File: src/hw/syn_pkg.sv
package syn_pkg;

   // Register offsets on the serial bus
   localparam logic [7:0] OFF_LOW  = 8'h00;
   localparam logic [7:0] OFF_HIGH = 8'h01;
   localparam logic [7:0] OFF_CMD  = 8'hf0;

   // Command codes, low nibble only
   localparam logic [3:0] CMD_INC       = 4'h1;
   localparam logic [3:0] CMD_STEP_DOWN = 4'h2;
   localparam logic [3:0] CMD_LOAD      = 4'h4;
   localparam logic [3:0] CMD_GET       = 4'h8;

   // High register field positions
   localparam int HI_FB_MSB   = 7;
   localparam int HI_FB_LSB   = 6;
   localparam int HI_POST_MSB = 5;
   localparam int HI_POST_LSB = 3;
   localparam int HI_HALF_BIT = 2;
   localparam int HI_PRE_BIT  = 1;
   localparam int HI_LOCK_BIT = 0;

   // Slave address prefix, followed by two select pins
   localparam logic [4:0] SLAVE_PREFIX = 5'h16;

   // Divider values held until the startup capture
   localparam logic [9:0] RST_FB   = 10'h1f4;
   localparam logic [2:0] RST_POST = 3'h2;
   localparam logic       RST_HALF = 1'b0;
   localparam logic       RST_PRE  = 1'b1;

   // Startup capture waits for the pin synchronisers to fill
   localparam logic [1:0] BOOT_CAP  = 2'h2;
   localparam logic [1:0] BOOT_DONE = 2'h3;

   // Bits in one serial byte
   localparam logic [3:0] BYTE_BITS = 4'h8;

   typedef enum logic [2:0] {
      ST_IDLE,
      ST_ADDR,
      ST_REG,
      ST_DATA,
      ST_READ,
      ST_MACK
   } syn_state_e_t;

endpackage : syn_pkg

File: src/hw/syn_sync.sv
`timescale 1ns/10ps

module syn_sync #(
   parameter int WIDTH = 1
) (
   // Clock and reset
   input  wire logic             mclk,
   input  wire logic             reset_n,
   input  wire logic             clk_en,
   // Asynchronous level in, synchronised level out
   input  wire logic [WIDTH-1:0] d,
   output logic      [WIDTH-1:0] q
);

   typedef struct packed {
      logic [WIDTH-1:0] meta;
      logic [WIDTH-1:0] sync;
   } syn_sync_t;

   syn_sync_t r;
   syn_sync_t next_r;

   always_comb begin
      next_r      = r;
      next_r.meta = d;
      next_r.sync = r.meta;
   end

   always_ff @(posedge mclk or negedge reset_n) begin
      if (!reset_n) begin
         r <= '0;
      end else if (clk_en) begin
         r <= next_r;
      end
   end

   assign q = r.sync;

endmodule : syn_sync

File: src/hw/syn_cfg_regs.sv
`timescale 1ns/10ps

module syn_cfg_regs (
   // Clock, master reset, clock enable
   input  wire logic       mclk,
   input  wire logic       reset_n,
   input  wire logic       clk_en,
   // Serial bus, open drain data
   input  wire logic       scl,
   input  wire logic       sda_in,
   output logic            sda_out,
   output logic            sda_oe_n,
   input  wire logic [1:0] addr_select,
   // Mode and status pins
   input  wire logic       parallel_mode_select_n,
   input  wire logic       lock_pin,
   // Parallel configuration pins
   input  wire logic [9:0] feedback_pins,
   input  wire logic [2:0] output_a_post_divider,
   input  wire logic       output_b_half_select,
   input  wire logic       pre_divider_select,
   // Active divider settings to the synthesizer
   output logic      [9:0] active_feedback,
   output logic      [2:0] active_post_a,
   output logic            active_half_b,
   output logic            active_pre
);

   typedef struct packed {
      logic                  scl_q;
      logic                  sda_q;
      syn_pkg::syn_state_e_t state;
      logic                  in_ack;
      logic [3:0]            cnt;
      logic [7:0]            shift;
      logic                  rw;
      logic [7:0]            reg_addr;
      logic [7:0]            tx;
      logic                  rd_high;
      logic                  sda_drive;
      logic [7:0]            low;
      logic [6:0]            high;
      logic [9:0]            fb;
      logic [2:0]            post_a;
      logic                  half_b;
      logic                  pre;
      logic [1:0]            boot;
   } syn_regs_t;

   syn_regs_t   r;
   syn_regs_t   next_r;

   logic [14:0] cfg_s;
   logic [5:0]  ctl_s;
   logic        scl_s;
   logic        sda_s;
   logic        mode_s;
   logic        lock_s;
   logic [1:0]  adr_s;
   logic [9:0]  pin_fb;
   logic [2:0]  pin_post;
   logic        pin_half;
   logic        pin_pre;
   logic        scl_rise;
   logic        scl_fall;
   logic        start_c;
   logic        stop_c;
   logic [7:0]  low_byte;
   logic [7:0]  high_byte;
   logic [6:0]  live_high;
   logic        data_done;
   logic        wr_stb;
   logic        cmd_inc;
   logic        cmd_step_down;
   logic        cmd_load;
   logic        cmd_get;
   logic        addr_hit;

   // Every pin crosses two flops before use
   syn_sync #(.WIDTH(15)) u_cfg_sync (
      .mclk    (mclk),
      .reset_n (reset_n),
      .clk_en  (clk_en),
      .d       ({feedback_pins, output_a_post_divider,
                 output_b_half_select, pre_divider_select}),
      .q       (cfg_s)
   );

   syn_sync #(.WIDTH(6)) u_ctl_sync (
      .mclk    (mclk),
      .reset_n (reset_n),
      .clk_en  (clk_en),
      .d       ({scl, sda_in, parallel_mode_select_n, lock_pin,
                 addr_select}),
      .q       (ctl_s)
   );

   assign {pin_fb, pin_post, pin_half, pin_pre} = cfg_s;
   assign {scl_s, sda_s, mode_s, lock_s, adr_s} = ctl_s;

   // Bus events from the synchronised levels
   assign scl_rise = scl_s & ~r.scl_q;
   assign scl_fall = ~scl_s & r.scl_q;
   assign start_c  = scl_s & r.scl_q & r.sda_q & ~sda_s;
   assign stop_c   = scl_s & r.scl_q & ~r.sda_q & sda_s;

   assign addr_hit = (r.shift[7:1] == {syn_pkg::SLAVE_PREFIX, adr_s});

   // Lock is never stored, only mirrored
   assign low_byte  = r.low;
   assign high_byte = {r.high, lock_s};
   assign live_high = {r.fb[9:8], r.post_a, r.half_b, r.pre};

   always_comb begin
      next_r    = r;
      data_done = 1'b0;
      wr_stb    = 1'b0;
      cmd_inc   = 1'b0;
      cmd_step_down = 1'b0;
      cmd_load  = 1'b0;
      cmd_get   = 1'b0;

      next_r.scl_q = scl_s;
      next_r.sda_q = sda_s;

      // Bus protocol; start and stop override any bit phase
      if (start_c) begin
         next_r.state     = syn_pkg::ST_ADDR;
         next_r.cnt       = '0;
         next_r.in_ack    = 1'b0;
         next_r.sda_drive = 1'b0;
      end else if (stop_c) begin
         next_r.state     = syn_pkg::ST_IDLE;
         next_r.in_ack    = 1'b0;
         next_r.sda_drive = 1'b0;
      end else if (scl_rise) begin
         case (r.state)
            syn_pkg::ST_ADDR, syn_pkg::ST_REG, syn_pkg::ST_DATA: begin
               if (!r.in_ack) begin
                  next_r.shift = {r.shift[6:0], sda_s};
                  next_r.cnt   = 4'(r.cnt + 4'h1);
               end
            end
            syn_pkg::ST_READ: begin
               next_r.cnt = 4'(r.cnt + 4'h1);
            end
            syn_pkg::ST_MACK: begin
               // Master nack ends the read
               if (sda_s) begin
                  next_r.state = syn_pkg::ST_IDLE;
               end else begin
                  next_r.state   = syn_pkg::ST_READ;
                  next_r.cnt     = '0;
                  next_r.tx      = r.rd_high ? high_byte : low_byte;
                  next_r.rd_high = ~r.rd_high;
               end
            end
            default: begin
            end
         endcase
      end else if (scl_fall) begin
         if (r.in_ack) begin
            next_r.in_ack    = 1'b0;
            next_r.sda_drive = 1'b0;
            next_r.cnt       = '0;
            case (r.state)
               syn_pkg::ST_ADDR: begin
                  if (r.rw) begin
                     // Data follows the address byte at once
                     next_r.state     = syn_pkg::ST_READ;
                     next_r.tx        = low_byte;
                     next_r.rd_high   = 1'b1;
                     next_r.sda_drive = ~low_byte[7];
                  end else begin
                     next_r.state = syn_pkg::ST_REG;
                  end
               end
               syn_pkg::ST_REG: begin
                  next_r.state = syn_pkg::ST_DATA;
               end
               syn_pkg::ST_DATA: begin
                  next_r.state = syn_pkg::ST_REG;
               end
               default: begin
               end
            endcase
         end else if (r.cnt == syn_pkg::BYTE_BITS) begin
            case (r.state)
               syn_pkg::ST_ADDR: begin
                  if (addr_hit) begin
                     next_r.in_ack    = 1'b1;
                     next_r.sda_drive = 1'b1;
                     next_r.rw        = r.shift[0];
                  end else begin
                     next_r.state = syn_pkg::ST_IDLE;
                  end
               end
               syn_pkg::ST_REG: begin
                  next_r.reg_addr  = r.shift;
                  next_r.in_ack    = 1'b1;
                  next_r.sda_drive = 1'b1;
               end
               syn_pkg::ST_DATA: begin
                  next_r.in_ack    = 1'b1;
                  next_r.sda_drive = 1'b1;
                  data_done        = 1'b1;
               end
               syn_pkg::ST_READ: begin
                  next_r.sda_drive = 1'b0;
                  next_r.state     = syn_pkg::ST_MACK;
               end
               default: begin
               end
            endcase
         end else if (r.state == syn_pkg::ST_READ) begin
            next_r.sda_drive = ~r.tx[3'(3'h7 - r.cnt[2:0])];
         end
      end

      // Writes only take hold in serial mode
      wr_stb = data_done & mode_s;

      if (wr_stb) begin
         if (r.reg_addr == syn_pkg::OFF_LOW) begin
            next_r.low = r.shift;
         end else if (r.reg_addr == syn_pkg::OFF_HIGH) begin
            next_r.high = r.shift[7:syn_pkg::HI_PRE_BIT];
         end else if (r.reg_addr == syn_pkg::OFF_CMD) begin
            cmd_inc  = (r.shift[3:0] == syn_pkg::CMD_INC);
            cmd_step_down = (r.shift[3:0] == syn_pkg::CMD_STEP_DOWN);
            cmd_load = (r.shift[3:0] == syn_pkg::CMD_LOAD);
            cmd_get  = (r.shift[3:0] == syn_pkg::CMD_GET);
         end
      end

      // Steps wrap without bounds checks
      if (cmd_inc) begin
         next_r.fb = 10'(r.fb + 10'h001);
      end else if (cmd_step_down) begin
         next_r.fb = 10'(r.fb - 10'h001);
      end else if (cmd_load) begin
         next_r.fb     = {r.high[6:5], r.low};
         next_r.post_a = r.high[syn_pkg::HI_POST_MSB-1:
                                syn_pkg::HI_POST_LSB-1];
         next_r.half_b = r.high[syn_pkg::HI_HALF_BIT-1];
         next_r.pre    = r.high[syn_pkg::HI_PRE_BIT-1];
      end else if (cmd_get) begin
         next_r.low  = r.fb[7:0];
         next_r.high = live_high;
      end

      // Parallel mode and startup both load from the pins
      if (r.boot != syn_pkg::BOOT_DONE) begin
         next_r.boot = 2'(r.boot + 2'h1);
      end
      if ((r.boot == syn_pkg::BOOT_CAP) || (!mode_s && r.boot[1])) begin
         next_r.fb     = pin_fb;
         next_r.post_a = pin_post;
         next_r.half_b = pin_half;
         next_r.pre    = pin_pre;
         next_r.low    = pin_fb[7:0];
         next_r.high   = {pin_fb[9:8], pin_post, pin_half, pin_pre};
      end
   end

   always_ff @(posedge mclk or negedge reset_n) begin
      if (!reset_n) begin
         r          <= '0;
         r.scl_q    <= 1'b1;
         r.sda_q    <= 1'b1;
         r.state    <= syn_pkg::ST_IDLE;
         r.fb       <= syn_pkg::RST_FB;
         r.post_a   <= syn_pkg::RST_POST;
         r.half_b   <= syn_pkg::RST_HALF;
         r.pre      <= syn_pkg::RST_PRE;
      end else if (clk_en) begin
         r <= next_r;
      end
   end

   // Open drain: only ever pulls low
   assign sda_out         = 1'b0;
   assign sda_oe_n        = ~r.sda_drive;
   assign active_feedback = r.fb;
   assign active_post_a   = r.post_a;
   assign active_half_b   = r.half_b;
   assign active_pre      = r.pre;
endmodule : syn_cfg_regs

File: config.mk
export PLATFORM = sky130hd
export DESIGN_NAME = syn_cfg_regs
export DESIGN_NICKNAME = d
export VERILOG_FILES = /design/src/hw/syn_pkg.sv /design/src/hw/syn_sync.sv /design/src/hw/syn_cfg_regs.sv
export SDC_FILE = /design/constraint.sdc
export NUM_CORES = 1
export LEC_CHECK = 0
export BUFFER_PORTS_ARGS = -buffer_cell sky130_fd_sc_hd__buf_4
export CAP_MARGIN = 20
export CORE_MARGIN = 1
export CORE_UTILIZATION = 30
export DETAILED_ROUTE_END_ITERATION = 12
export SLEW_MARGIN = 30
export SYNTH_ARGS = -nofsm -noshare
export SYNTH_HDL_FRONTEND = slang
export SYNTH_SLANG_ARGS = --single-unit
File: constraint.sdc
create_clock -name mclk -period 2.45 [get_ports mclk]
set_input_delay 0.245 -clock mclk [delete_from_list [all_inputs] [get_ports mclk]]
set_output_delay 0.245 -clock mclk [all_outputs]
set_load 0.02 [all_outputs]
---- Word level (Yosys, flattened, before mapping) ----
Index checks and enable logic that the tools add are counted.
W data, S select, Z words.
word-level totals
  flip-flop bits (word level) ............. 111
  input bits .............................. 24
  output and inout port bits .............. 17
  logic and storage cells ................. 191
operators by class
  $add $sub $neg .......................... 5
  magnitude comparators ................... 1
  equal/unequal tests ..................... 28
  multiplexer cells ....................... 84
  bitwise logic cells ..................... 20
  reduce and logical (&&, ||, !) cells .... 31
operators with widths
  cell                     count
  $mux W15                 6
  $mux W9                  7
  $mux W30                 2
  $mux W8                  7
  $mux W10                 4
  $mux W1                  35
  $mux W4                  6
  $mux W19                 1
  $reduce_and A9 Y1        2
  $mux W3                  5
  $mux W7                  2
  $reduce_and A7 Y1        2
  $mux W12                 1
  $ne A6 B6 Y1 const B     2
  $not A1 Y1               12
  $pmux W4 S3              1
  $reduce_and A6 Y1        2
  $reduce_bool A6 Y1       2
  $add A10 B1 Y10 const B  1
  $mux W5                  2
  $reduce_bool A2 Y1       5
  $reduce_bool A5 Y1       2
  $sub A10 B1 Y10 const B  1
  $pmux W3 S3              1
  other kinds (39)         58

---- Longest topological paths before layout ----
Gate-level depths: netlist of run 1.
  depth after elaboration ................. 15
  depth in mapped cells ................... 9
  mapped depth without buffers ............ 8

---- Hierarchy ----
Synthesis of run 1 repeated with hierarchy kept, for this count alone.
second synthesis, totals
  cells, all modules ...................... 641
  area total of the unflattened synthesis .. 6777.8 um^2
modules (own cells, without submodules)
  module                 instances  cells each  area an instance (um^2)  seq. area each (um^2)
  syn_cfg_regs           1          553         5058.6                   1739.2
  syn_sync (u_cfg_sync)  1          63          1234.9                   750.7
  syn_sync (u_ctl_sync)  1          25          484.2                    300.3

---- Least setup slack after synthesis of run 1 ----
Ideal clock, no wire load.
  path kind ............................... register to register
  from .................................... register r[68] (netlist name)
  to ...................................... register r (netlist bit high_byte[3])
  setup time .............................. 126 ps
  data arrival time ....................... 2435 ps
  data required time ...................... 2324 ps
  setup slack ............................. -111 ps
  cell stages (with the launch flop) ...... 9
  buffers on the path ..................... 0
  clock period less this slack ............ 2561 ps
  path through ............................ dfstp_2 inv_1 ha_1 or3b_4 a2111oi_4 nand4_1 o221ai_2 a21boi_0 a311o_1
on the way
  cells in the longest elaborated chain, start to end .. 12
  elaborated cells on any way between the ends .. 23
  classes of those cells .................. 14 x mux; 9 x bitwise
ends and longest elaborated chain
  what                                             RTL line                                  RTL
  start: declaration                               syn_cfg_regs.sv:50                        syn_regs_t r;
  start signal: assignment                         syn_cfg_regs.sv:277                       r <= next_r;
  $and A1 B1 Y1, or another cell as far along      syn_cfg_regs.sv:103                       assign scl_fall = ~scl_s & r.scl_q;
  $mux W1, or another cell as far along            syn_cfg_regs.sv:161                       end else if (scl_fall) begin
  $mux W1 / $and A1 B1 Y1 (equally long branches)  syn_cfg_regs.sv:136, syn_cfg_regs.sv:105
  $mux W1                                          syn_cfg_regs.sv:132                       end else if (stop_c) begin
  $mux W1 *                                        syn_cfg_regs.sv:127                       if (start_c) begin
  $and A1 B1 Y1 *                                  syn_cfg_regs.sv:221                       wr_stb = data_done & mode_s;
  $mux W15 / $mux W1 (equally long branches)       syn_cfg_regs.sv:223                       if (wr_stb) begin
  $mux W15                                         syn_cfg_regs.sv:247                       end else if (cmd_get) begin
  $mux W15                                         syn_cfg_regs.sv:241                       end else if (cmd_load) begin
  $mux W15                                         syn_cfg_regs.sv:239                       end else if (cmd_step_down) begin
  $mux W15 *                                       syn_cfg_regs.sv:237                       if (cmd_inc) begin
  $mux W30 *                                       syn_cfg_regs.sv:256                       if ((r.boot == syn_pkg::BOOT_CAP) || (!mode_s && r.boot[1])) begin
Every way passes the cells marked *; elsewhere a longest branch is shown, timed or not.
A chain may end at the register's enable or synchronous reset.

---- Worst setup path after layout of run 1 ----
Same ends and word-level chain as after synthesis.

==> results of run 1 <==
==> synth_stat cells (all sizes together) (2+ instances only) <==
cell type / count / area share
o21a: 2 / 0.0024
nand2: 63 / 0.038
nor2b: 2 / 0.0020
mux4: 2 / 0.0072
a22oi: 9 / 0.011
ha: 9 / 0.018
o311a: 2 / 0.0032
o22ai: 8 / 0.0080
nand4b: 4 / 0.0056
nor2: 42 / 0.026
nand3: 14 / 0.011
nand4: 7 / 0.0070
clkbuf: 29 / 0.024
a31oi: 3 / 0.0030
and4: 2 / 0.0028
nor3: 6 / 0.0048
nor3b: 6 / 0.0072
a21oi: 43 / 0.034
inv: 13 / 0.0078
nor4: 6 / 0.0060
a21o: 10 / 0.012
o211ai: 2 / 0.0024
xor2: 7 / 0.011
and2: 6 / 0.0066
xnor2: 5 / 0.0070
a2111oi: 3 / 0.0072
and3: 5 / 0.0050
nand2b: 5 / 0.0050
dfrtp: 101 / 0.40
dfstp: 10 / 0.042
a211o: 2 / 0.0028
o21ai: 50 / 0.040
a211oi: 6 / 0.0072
o221ai: 2 / 0.0038
a21boi: 3 / 0.0036
or4: 2 / 0.0030
or3b: 5 / 0.0074
o31ai: 7 / 0.0084
mux2i: 15 / 0.024
nand3b: 2 / 0.0024
buf: 26 / 0.031
mux2: 62 / 0.11
o2111ai: 2 / 0.0028
==> logic make-up after synthesis <==
kind of cell / after synthesis
AO/OA/AOI/OAI: 163
buffers and inverters: 68
adder cells (fa/ha/maj): 9
multiplexers: 79
other: 1
AND/OR/NAND/NOR: 181
flip-flops: 111
XOR/XNOR: 12
==> cell type report <==
cell class | count | share of cell area
multi-input combinational | 445 | 0.428
sequential | 111 | 0.378
timing repair buffer | 90 | 0.0969
tap | 270 | 0.0457
clock buffer | 9 | 0.0305
clock inverter | 7 | 0.0152
inverter | 13 | 0.00660
==> layer usage <==
layer | vias to the layer above | GRT usage | wire, µm | part of all wire
li1 | 2344 | - | - | -
met1 | 2434 | 0.203 | 7300 | 0.47
met2 | 131 | 0.236 | 7080 | 0.46
met3 | 31 | 0.0256 | 749 | 0.048
met4 | 0 | 0.0604 | 419 | 0.027
met5 | - | 0 | 0 | 0
==> metrics by stage <==
stage	hold slack, ns	instances	power (µW)	TNS [ns]
floorplan	-0.0506	624	4290	0
global placement	0.237	926	5030	-0.0000213
detailed placement	0.231	926	5040	0
CTS	0.100	943	6720	0
global route	0.107	945	7130	-0.416
finish	0.111	945	6730	0
==> worst max-delay path by stage <==
| stage | from | end | slack (ns) | cells after the start |
|---|---|---|---|---|
| 2_1_floorplan | r[68] | high_byte[3] | 0.02 | 8 |
| 3_3_place_gp | r[58] | r[66] | -0.00002 | 7 |
| 3_5_place_dp | r[68] | high_byte[3] | 0.01 | 8 |
| 4_1_cts | r[68] | high_byte[3] | 0.003 | 8 |
| 5_1_grt | r[68] | high_byte[3] | -0.08 | 8 |
| 6_report | r[68] | high_byte[3] | 0.02 | 8 |
==> where the power goes <==
| group | internal, µW | switching, µW | total (µW) |
|---|---|---|---|
| combinational | 1020 | 1250 | 2270 |
| sequential | 2250 | 562 | 2820 |
| clock | 920 | 732 | 1650 |
==> what timing repair did <==
action,in CTS,in global routing
setup buffers,0,2
pin swaps,2,6
resized for setup,3,19
endpoints found under the setup margin,5,33
endpoints found under the hold margin,28,0
hold buffers,1,0
==> flip-flops by register name, indices dropped and copies added (netlist names) <==
register           cells
u_ctl_sync.q           6
u_cfg_sync.next_r     15
high_byte              7
u_ctl_sync.next_r      6
active_post_a          3
low_byte               8
r                     39
active_pre             1
u_cfg_sync.q          15
active_feedback       10
active_half_b          1
==> results_dict.tcl, run 1 <==
set metrics [dict create \
    status "completed" \
    hold_violations 0 \
    grt_max_degree 50 \
    cts_num_sinks 111 \
    async_reset_ff_frac 1.00 \
    track_usage 0.150 \
    worstPathMaxFanout 4 \
    multi_input_area_mm2 0.00316 \
    gp_congestion 0.866 \
    fin_crit_sh 0.990 \
    hold_end "u_cfg_sync.next_r[2]" \
    row_count 52 \
    min_from "output_a_post_divider[0]" \
    area_growth_pct 18.1 \
    critical-path-slowest-cell "dfstp_2" \
    antenna_found_initial 0 \
    die_w_um 146 \
    synth_edf_count 0 \
    nets 703 \
    final_cell_mix "101 x dfrtp_1, 86 x buf_4, 63 x nand2_1" \
    start_kind "flop" \
    syn-num-nets 657 \
    synthMuxAreaShare 0.143 \
    synth_adder_area_share 0.0180 \
    slowest_delay_ns 0.56 \
    rr_startpoint "r[68]" \
    synth_top_family_by_area "compound AO/OA/AOI/OAI gates" \
    drive_above_1_share 0.310 \
    hold_path.class "in -> reg" \
    cts_buffers 9 \
    slew_headroom 0.636 \
    min_path_cells 2 \
    grt_pass1_wl_um 25500 \
    core-area_mm2 0.0204 \
    reg2reg_slack_ns 0.02 \
    ys_ff_latch 111 \
    cts_tree "yes" \
    final_cell_area_mm2 0.00739 \
    hpwl_um 11300 \
    firstDrtPassIters 5 \
    crit_chain "inv_2 -> ha_4 -> or3b_4 -> a2111oi_4 -> nand4_1 -> o221ai_2 -> a21oi_1 -> a311o_1" \
    placed_area_mm2 0.00694 \
    path_class "reg -> reg" \
    setup_violations 0 \
    drc_errors 0 \
    mostFrequentLayoutCell "dfrtp_1" \
    cp.required_ns 2.70 \
    wl_per_cell_um 16.4 \
    dieArea_mm2 0.0214 \
    crit_buf_inv 1 \
    grt_overflow 0 \
    yosys_warnings 0 \
    arrival_ns 2.67 \
    grt_pass1_vias 4940 \
    port_buffers 39 \
    final_antenna_net_count 0 \
    power_leakage_uw 0.00315 \
    cts_root_buf "clkbuf_16" \
    reg2reg_to "high_byte[3]" \
    antenna_cells 0 \
    rsz0062_at_grt "yes" \
    max-vdd-ir-drop_uv 483 \
    drv_slew 0 \
    synth_area_per_cell_um2 10.0 \
    final_util 0.363 \
    synth-compound-area-share 0.166 \
    initial_core_util 0.307 \
    die_y_um 146 \
    worst_slew_pin_slew_ns 0.544 \
    skew_ns 0.00647 \
    finalWorstSetupSlack_ns 0.0247 \
    synth-main-ff-cell "dfrtp_1" \
    power_per_cell_area_mw_per_mm2 911 \
    netlist_area_mm2 0.00626 \
    post-place-ws_ns 0.0144 \
    viasPerCell 5.23 \
    regArea_mm2 0.00279 \
    top_level_ports 41 \
    yosysSeqAreaShare 0.446 \
    cp_top_family "compound AO/OA/AOI/OAI gates" \
    worstSetupEndpointType "flop" \
    drtIter0Drc 263 \
    syn_inst 624 \
    fin_crit_ns 2.43 \
    n_fill_cell 2051 \
    wirelength_um 15500 \
    cts.htree.levels 3 \
    cts_buffer_depth 2 \
    clkLatencyLatePin_ns 0.36 \
    synth_simple_gate_area_frac 0.146 \
    synth_xor_area_frac 0.0180 \
    fmax_mhz 412 \
    maxCapViolCount 0 \
    yosysUniqueCellTypes 71 \
    r2r_cells 8 \
    vias 4940 \
    cts.clk_slew.worst_paths_ns 0.08 \
]
Power figures use the tool's default switching activity.
==> run 2: changes to the inputs <==
--- a/config.mk
+++ b/config.mk
@@ -8,7 +8,7 @@
 export BUFFER_PORTS_ARGS = -buffer_cell sky130_fd_sc_hd__buf_4
 export CAP_MARGIN = 20
 export CORE_MARGIN = 1
-export CORE_UTILIZATION = 30
+export CORE_UTILIZATION = 45
 export DETAILED_ROUTE_END_ITERATION = 12
 export SLEW_MARGIN = 30
 export SYNTH_ARGS = -nofsm -noshare
==> results_dict.tcl, run 2 (synthesis gave the netlist of run 1 again) <==
set metrics [dict create \
    status "complete, but fails checks" \
    violations "setup timing" \
    hpwl_um 11500 \
    wl_met2_um 7630 \
    top_level_ports 41 \
    worstSetupEndpointType "flop" \
    max-vdd-ir-drop_uv 582 \
    hold_violations 0 \
    post-place-ws_ns -0.0576 \
    cts_buffers 9 \
    n_fill_cell 1211 \
    largest_reg_flops 39 \
    maxCapViolCount 0 \
    drv_slew 0 \
    arrival_ns 2.73 \
    area_growth_pct 17.3 \
    dp.cells 831 \
    r2r_cells 8 \
    slowest_delay_ns 0.56 \
    cts_buffer_depth 2 \
    antenna_cells 0 \
    final_cell_mix "101 x dfrtp_1, 83 x buf_4, 62 x nand2_1, 62 x mux2_2, 41 x a21oi_1" \
    dieArea_mm2 0.0144 \
    min_path_cells 2 \
    critical-path-slowest-cell "dfstp_2" \
    cts_root_buf "clkbuf_16" \
    reg2reg_slack_ns -0.04 \
    drc_errors 0 \
    clkLatencyLatePin_ns 0.35 \
    regMostFlops "r" \
    row_count 42 \
    cts_tree "yes" \
    drive_above_1_share 0.326 \
    port_buffers 39 \
    grt_max_degree 52 \
    min_from "sda_in" \
    vias 4990 \
    fin_crit_ns 2.49 \
    crit_cells 8 \
    highest_layer "met4" \
    core-area_mm2 0.0134 \
    cts.clk_slew.worst_paths_ns 0.07 \
    nets 706 \
    firstDrtPassIters 5 \
    power_leakage_uw 0.00317 \
    skew_ns 0.00677 \
    grt_overflow 0 \
    fin_crit_sh 1.02 \
    slew_headroom 0.526 \
    hold_end "u_ctl_sync.next_r[4]" \
    final_antenna_net_count 0 \
    mostFrequentLayoutCell "dfrtp_1" \
    setup.worst_path.start "r[68]" \
    rr_startpoint "r[68]" \
    cp.required_ns 2.69 \
    initial_core_util 0.467 \
    cp_top_family "compound AO/OA/AOI/OAI gates" \
    hold_path.class "in -> reg" \
    die_y_um 120 \
    finalWorstSetupSlack_ns -0.0432 \
    drt-met1-wl_um 7280 \
    viasPerCell 5.84 \
    wirelength_um 16100 \
    cts.htree.levels 3 \
    path_class "reg -> reg" \
    power_uw 6710 \
    worst_slew_pin_slew_ns 0.710 \
    crit_chain "inv_2 -> ha_4 -> or3b_4 -> a2111oi_4 -> nand4_1 -> o221ai_2 -> a21oi_1 -> a311o_1" \
    grt_pass1_vias 4860 \
    setup_violations 1 \
    drtIter0Drc 342 \
    wl_per_cell_um 18.8 \
    start_kind "flop" \
    power_per_cell_area_mw_per_mm2 915 \
    worstPathMaxFanout 4 \
    wl_met3_um 879 \
    fin_cells 854 \
    gp_congestion 0.860 \
    antenna_found_initial 0 \
    crit_buf_inv 1 \
    cts_num_sinks 111 \
    reg2reg_to "high_byte[3]" \
    grt_pass1_wl_um 26000 \
    track_usage 0.235 \
    die_w_um 120 \
    rsz0062_at_grt "yes" \
    fmax_mhz 401 \
]
[run 2: cell types whose count changed in the layout (fill, tap and decap cells not counted), moves of 2 or more]
cell | before | now
buf_4 | 86 | 83
o21ai_0 | 47 | 40
o21ai_1 | 0 | 5
clkbuf_8 | 0 | 3
a211oi_2 | 0 | 2
o21ai_4 | 0 | 2
bufinv_16 | 2 | 0
a211oi_1 | 6 | 4
buf_6 | 0 | 7
[run 2: report_power, final]
part | switching (µW) | total, µW | leakage, µW | internal, µW
Clock | 690 | 1480 | 0.000143 | 785
Sequential | 569 | 2820 | 0.00137 | 2250
Combinational | 1350 | 2410 | 0.00166 | 1070
Total | 2610 | 6710 | 0.00317 | 4110
[run 2: cell type report]
type / instances / area [µm²] / share of cell area
Clock buffer: 12 / 267 / 0.0363
Clock inverter: 4 / 35.0 / 0.00477
Inverter: 13 / 48.8 / 0.00665
Multi-Input combinational cell: 445 / 3230 / 0.440
Sequential cell: 111 / 2790 / 0.380
Tap cell: 176 / 220 / 0.0300
Timing Repair Buffer: 93 / 752 / 0.102
[run 2: through the flow]
step | area (µm²) | setup TNS (ns) | hold slack (ns) | util
final | 7340 | -0.0432 | 0.119 | 0.548
after CTS | 7150 | -0.0229 | 0.115 | 0.533
after global placement | 6810 | -0.0106 | 0.342 | 0.508
after floorplan | 6260 | 0 | -0.0506 | -
after detailed placement | 6810 | -0.199 | 0.341 | 0.508
after global routing | 7340 | -1.06 | 0.112 | 0.548
[run 2: layer usage]
| layer | global-route usage | vias to the layer above |
|---|---|---|
| li1 | - | 2357 |
| met3 | 0.0394 | 23 |
| met4 | 0.0742 | 0 |
| met2 | 0.374 | 157 |
| met5 | 0 | - |
| met1 | 0.325 | 2453 |
[run 2: worst max path at each step]
stage	to
after floorplan	high_byte[3]
after global placement	low_byte[7]
after detailed placement	low_byte[7]
after CTS	high_byte[3]
after global routing	high_byte[3]
final	high_byte[3]
[run 2: what timing repair did]
action | CTS | global route
setup endpoints to repair | 15 | 36
hold buffers | 1 | 0
gates resized for setup | 4 | 51
pin swaps | 1 | 13
cloned | 0 | 2
buffers inserted | 2 | 3
endpoints found under the hold margin | 44 | 0
[run 2: worst reg2reg max path, stage by stage (launching register included)]
cell and delay, ns:
dfstp_2 0.56, inv_2 0.06, ha_4 0.15, or3b_4 0.40, a2111oi_4 0.31, nand4_1 0.28, o221ai_2 0.25, a21oi_1 0.06
a311o_1 0.31
==> run 3: changes to the inputs <==
--- a/config.mk
+++ b/config.mk
@@ -9,8 +9,10 @@
 export CAP_MARGIN = 20
 export CORE_MARGIN = 1
 export CORE_UTILIZATION = 45
+export CTS_BUF_LIST = sky130_fd_sc_hd__clkbuf_8 sky130_fd_sc_hd__clkbuf_16
 export DETAILED_ROUTE_END_ITERATION = 12
 export SLEW_MARGIN = 30
 export SYNTH_ARGS = -nofsm -noshare
 export SYNTH_HDL_FRONTEND = slang
+export SYNTH_HIERARCHICAL = 1
 export SYNTH_SLANG_ARGS = --single-unit
==> results_dict.tcl, run 3 <==
set metrics [dict create \
    status "completed" \
    rr_startpoint "r[68]" \
    drc_errors 0 \
    final_util 0.539 \
    multi_input_area_mm2 0.00359 \
    port_buffers 39 \
    drive_above_1_share 0.322 \
    regMostFlops "r" \
    largest_reg_flops 39 \
    syn-num-nets 674 \
    rsz0062_at_grt "yes" \
    power_uw 7880 \
    grt_max_degree 112 \
    drv_slew 0 \
    syn_inst 641 \
    grt_pass1_wl_um 29000 \
    cts_root_buf "clkbuf_16" \
    grt_overflow 0 \
    synth_edf_count 0 \
    nets 726 \
    arrival_ns 2.64 \
    yosysSeqAreaShare 0.412 \
    grt_pass1_vias 5297 \
    n_fill_cell 1281 \
    max-vdd-ir-drop_uv 523 \
    antenna_found_initial 0 \
    whs_ns 0.112 \
    skew_ns 0.00777 \
    antenna_cells 0 \
    yosysUniqueCellTypes 85 \
    crit_buf_inv 3 \
    vias 5399 \
    reg2reg_slack_ns 0.09 \
    yosysMostFrequentCell "dfrtp_1" \
    track_usage 0.236 \
    cts_buffers 9 \
    viasPerCell 6.12 \
    placed_area_mm2 0.00745 \
    critical-path-slowest-cell "dfstp_2" \
    die_y_um 125 \
    synth_top_area_cell "dfrtp_1" \
    cts_buffer_depth 2 \
    cp_top_family "compound AO/OA/AOI/OAI gates" \
    drtIter0Drc 526 \
    cts_num_sinks 111 \
    synthTopCellsByArea "dfrtp_1 37%, mux2_4 8.9%, dfstp_2 3.9%" \
    async_reset_ff_frac 1.00 \
    dieArea_mm2 0.0156 \
    wirelength_um 17700 \
    synth-main-ff-cell "dfrtp_1" \
    cp.required_ns 2.73 \
    row_count 44 \
    fin_crit_sh 0.965 \
    regArea_mm2 0.00279 \
    final_antenna_net_count 0 \
    netlist_area_mm2 0.00678 \
    power_per_cell_area_mw_per_mm2 1000 \
    clkLatencyLatePin_ns 0.36 \
    slowest_delay_ns 0.54 \
    top_level_ports 41 \
    worst_slew_pin_slew_ns 0.619 \
    worstSetupEndpointType "flop" \
    mostFrequentLayoutCell "dfrtp_1" \
    min_from "feedback_pins[1]" \
    firstDrtPassIters 6 \
    synth_top_area_share 0.373 \
    yosys_warnings 6 \
    area_growth_pct 16.0 \
    cts.htree.levels 3 \
    cts.clk_slew.worst_paths_ns 0.08 \
    final_cell_mix "100 x dfrtp_1, 99 x buf_4, 40 x mux2_4" \
    setup_violations 0 \
    synth_area_per_cell_um2 10.6 \
    gp_congestion 0.903 \
    slew_headroom 0.587 \
    hpwl_um 12900 \
    final_cell_area_mm2 0.00786 \
    ys_ff_latch 111 \
    hold_violations 0 \
    fin_crit_ns 2.36 \
    maxCapViolCount 0 \
    cts_tree "yes" \
    initial_core_util 0.465 \
    power_leakage_uw 0.00358 \
    hold_path.class "in -> reg" \
    path_class "reg -> reg" \
    wl_per_cell_um 20.1 \
    synthTopCellsByCount "101 x dfrtp_1, 40 x mux2_4, 34 x nand2_1, 30 x clkbuf_1, 27 x o21ai_0" \
    setup.worst_path.start "r[68]" \
    core-area_mm2 0.0146 \
    crit_chain "inv_2 -> ha_4 -> nor4b_4 -> o211ai_4 -> buf_6 -> or2_1 -> buf_4 -> a311o_1 -> a31oi_1" \
    fmax_mhz 423 \
    die_w_um 125 \
    worstPathMaxFanout 5 \
    start_kind "flop" \
]
[run 3: changes by cell type in the layout (fill, tap and decap cells not counted), moves of 14 or more]
| cell | before | now |
|---|---|---|
| nand2_1 | 62 | 33 |
| buf_4 | 83 | 99 |
| mux2_2 | 62 | 23 |
| o21ai_0 | 40 | 26 |
| mux2_4 | 0 | 40 |
| nor2_1 | 39 | 22 |
| a21oi_1 | 41 | 20 |
[run 3: per-layer routing]
| metal | vias to the layer above | wire length, µm | track usage | part of all wire |
|---|---|---|---|---|
| met4 | 0 | 279 | 0.0751 | 0.016 |
| met5 | - | 0 | 0 | 0 |
| met1 | 2658 | 8410 | 0.350 | 0.48 |
| met2 | 211 | 7920 | 0.351 | 0.45 |
| met3 | 23 | 1080 | 0.0335 | 0.061 |
| li1 | 2507 | - | - | - |
[run 3: stage by stage]
| stage | instances | setup slack (ns) | setup TNS (ns) |
|---|---|---|---|
| finish | 882 | 0.0866 | 0 |
| CTS | 880 | 0.0122 | 0 |
| global route | 882 | -0.0142 | -0.0142 |
| global placement | 861 | -0.0595 | -0.143 |
| detailed placement | 861 | -0.120 | -1.01 |
| floorplan | 641 | 0.0518 | 0 |
[run 3: final timing paths]
| check | cells past startpoint | to |
|---|---|---|
| setup / recovery | 9 | active_feedback[9] |
| max in group asynchronous | 3 | r[52] |
| hold reg to reg | 2 | r[41] |
| setup reg to reg | 9 | active_feedback[9] |
| min in group asynchronous | 3 | u_cfg_sync/next_r[8] |
| hold / removal | 2 | u_cfg_sync/next_r[6] |
[run 3: cell families (layout without fill, tap and decap cells)]
family	count (synthesis)	after routing	share of synthesized area
AO/OA/AOI/OAI	156	156	0.169
XOR/XNOR	9	9	0.0116
adder cells (fa/ha/maj)	9	9	0.0166
buffers and inverters	91	148	0.0668
flip-flops	111	111	0.412
multiplexers	87	87	0.166
other	1	1	0.000553
AND/OR/NAND/NOR	177	177	0.157
[run 3: area by class of cell]
cell class,count,share of cell area
multi-input cells,439,0.457
flip-flops and latches,111,0.355
repair buffers,106,0.108
clock buffers,11,0.0321
well taps,184,0.0293
inverters,26,0.0124
clock inverters,5,0.00652
[run 3: power breakdown]
| part | switching (µW) | leakage [µW] | internal [µW] |
|---|---|---|---|
| registers | 758 | 0.00135 | 2390 |
| logic | 1700 | 0.00208 | 1560 |
| clock network | 713 | 0.000149 | 765 |
| total | 3170 | 0.00358 | 4710 |
[run 3: timing repair]
action,in CTS,in global routing
endpoints found under the hold margin,20,0
gates resized for setup,8,11
hold buffers,1,0
pin swaps,2,5
setup endpoints to repair,20,42
setup buffers,2,2
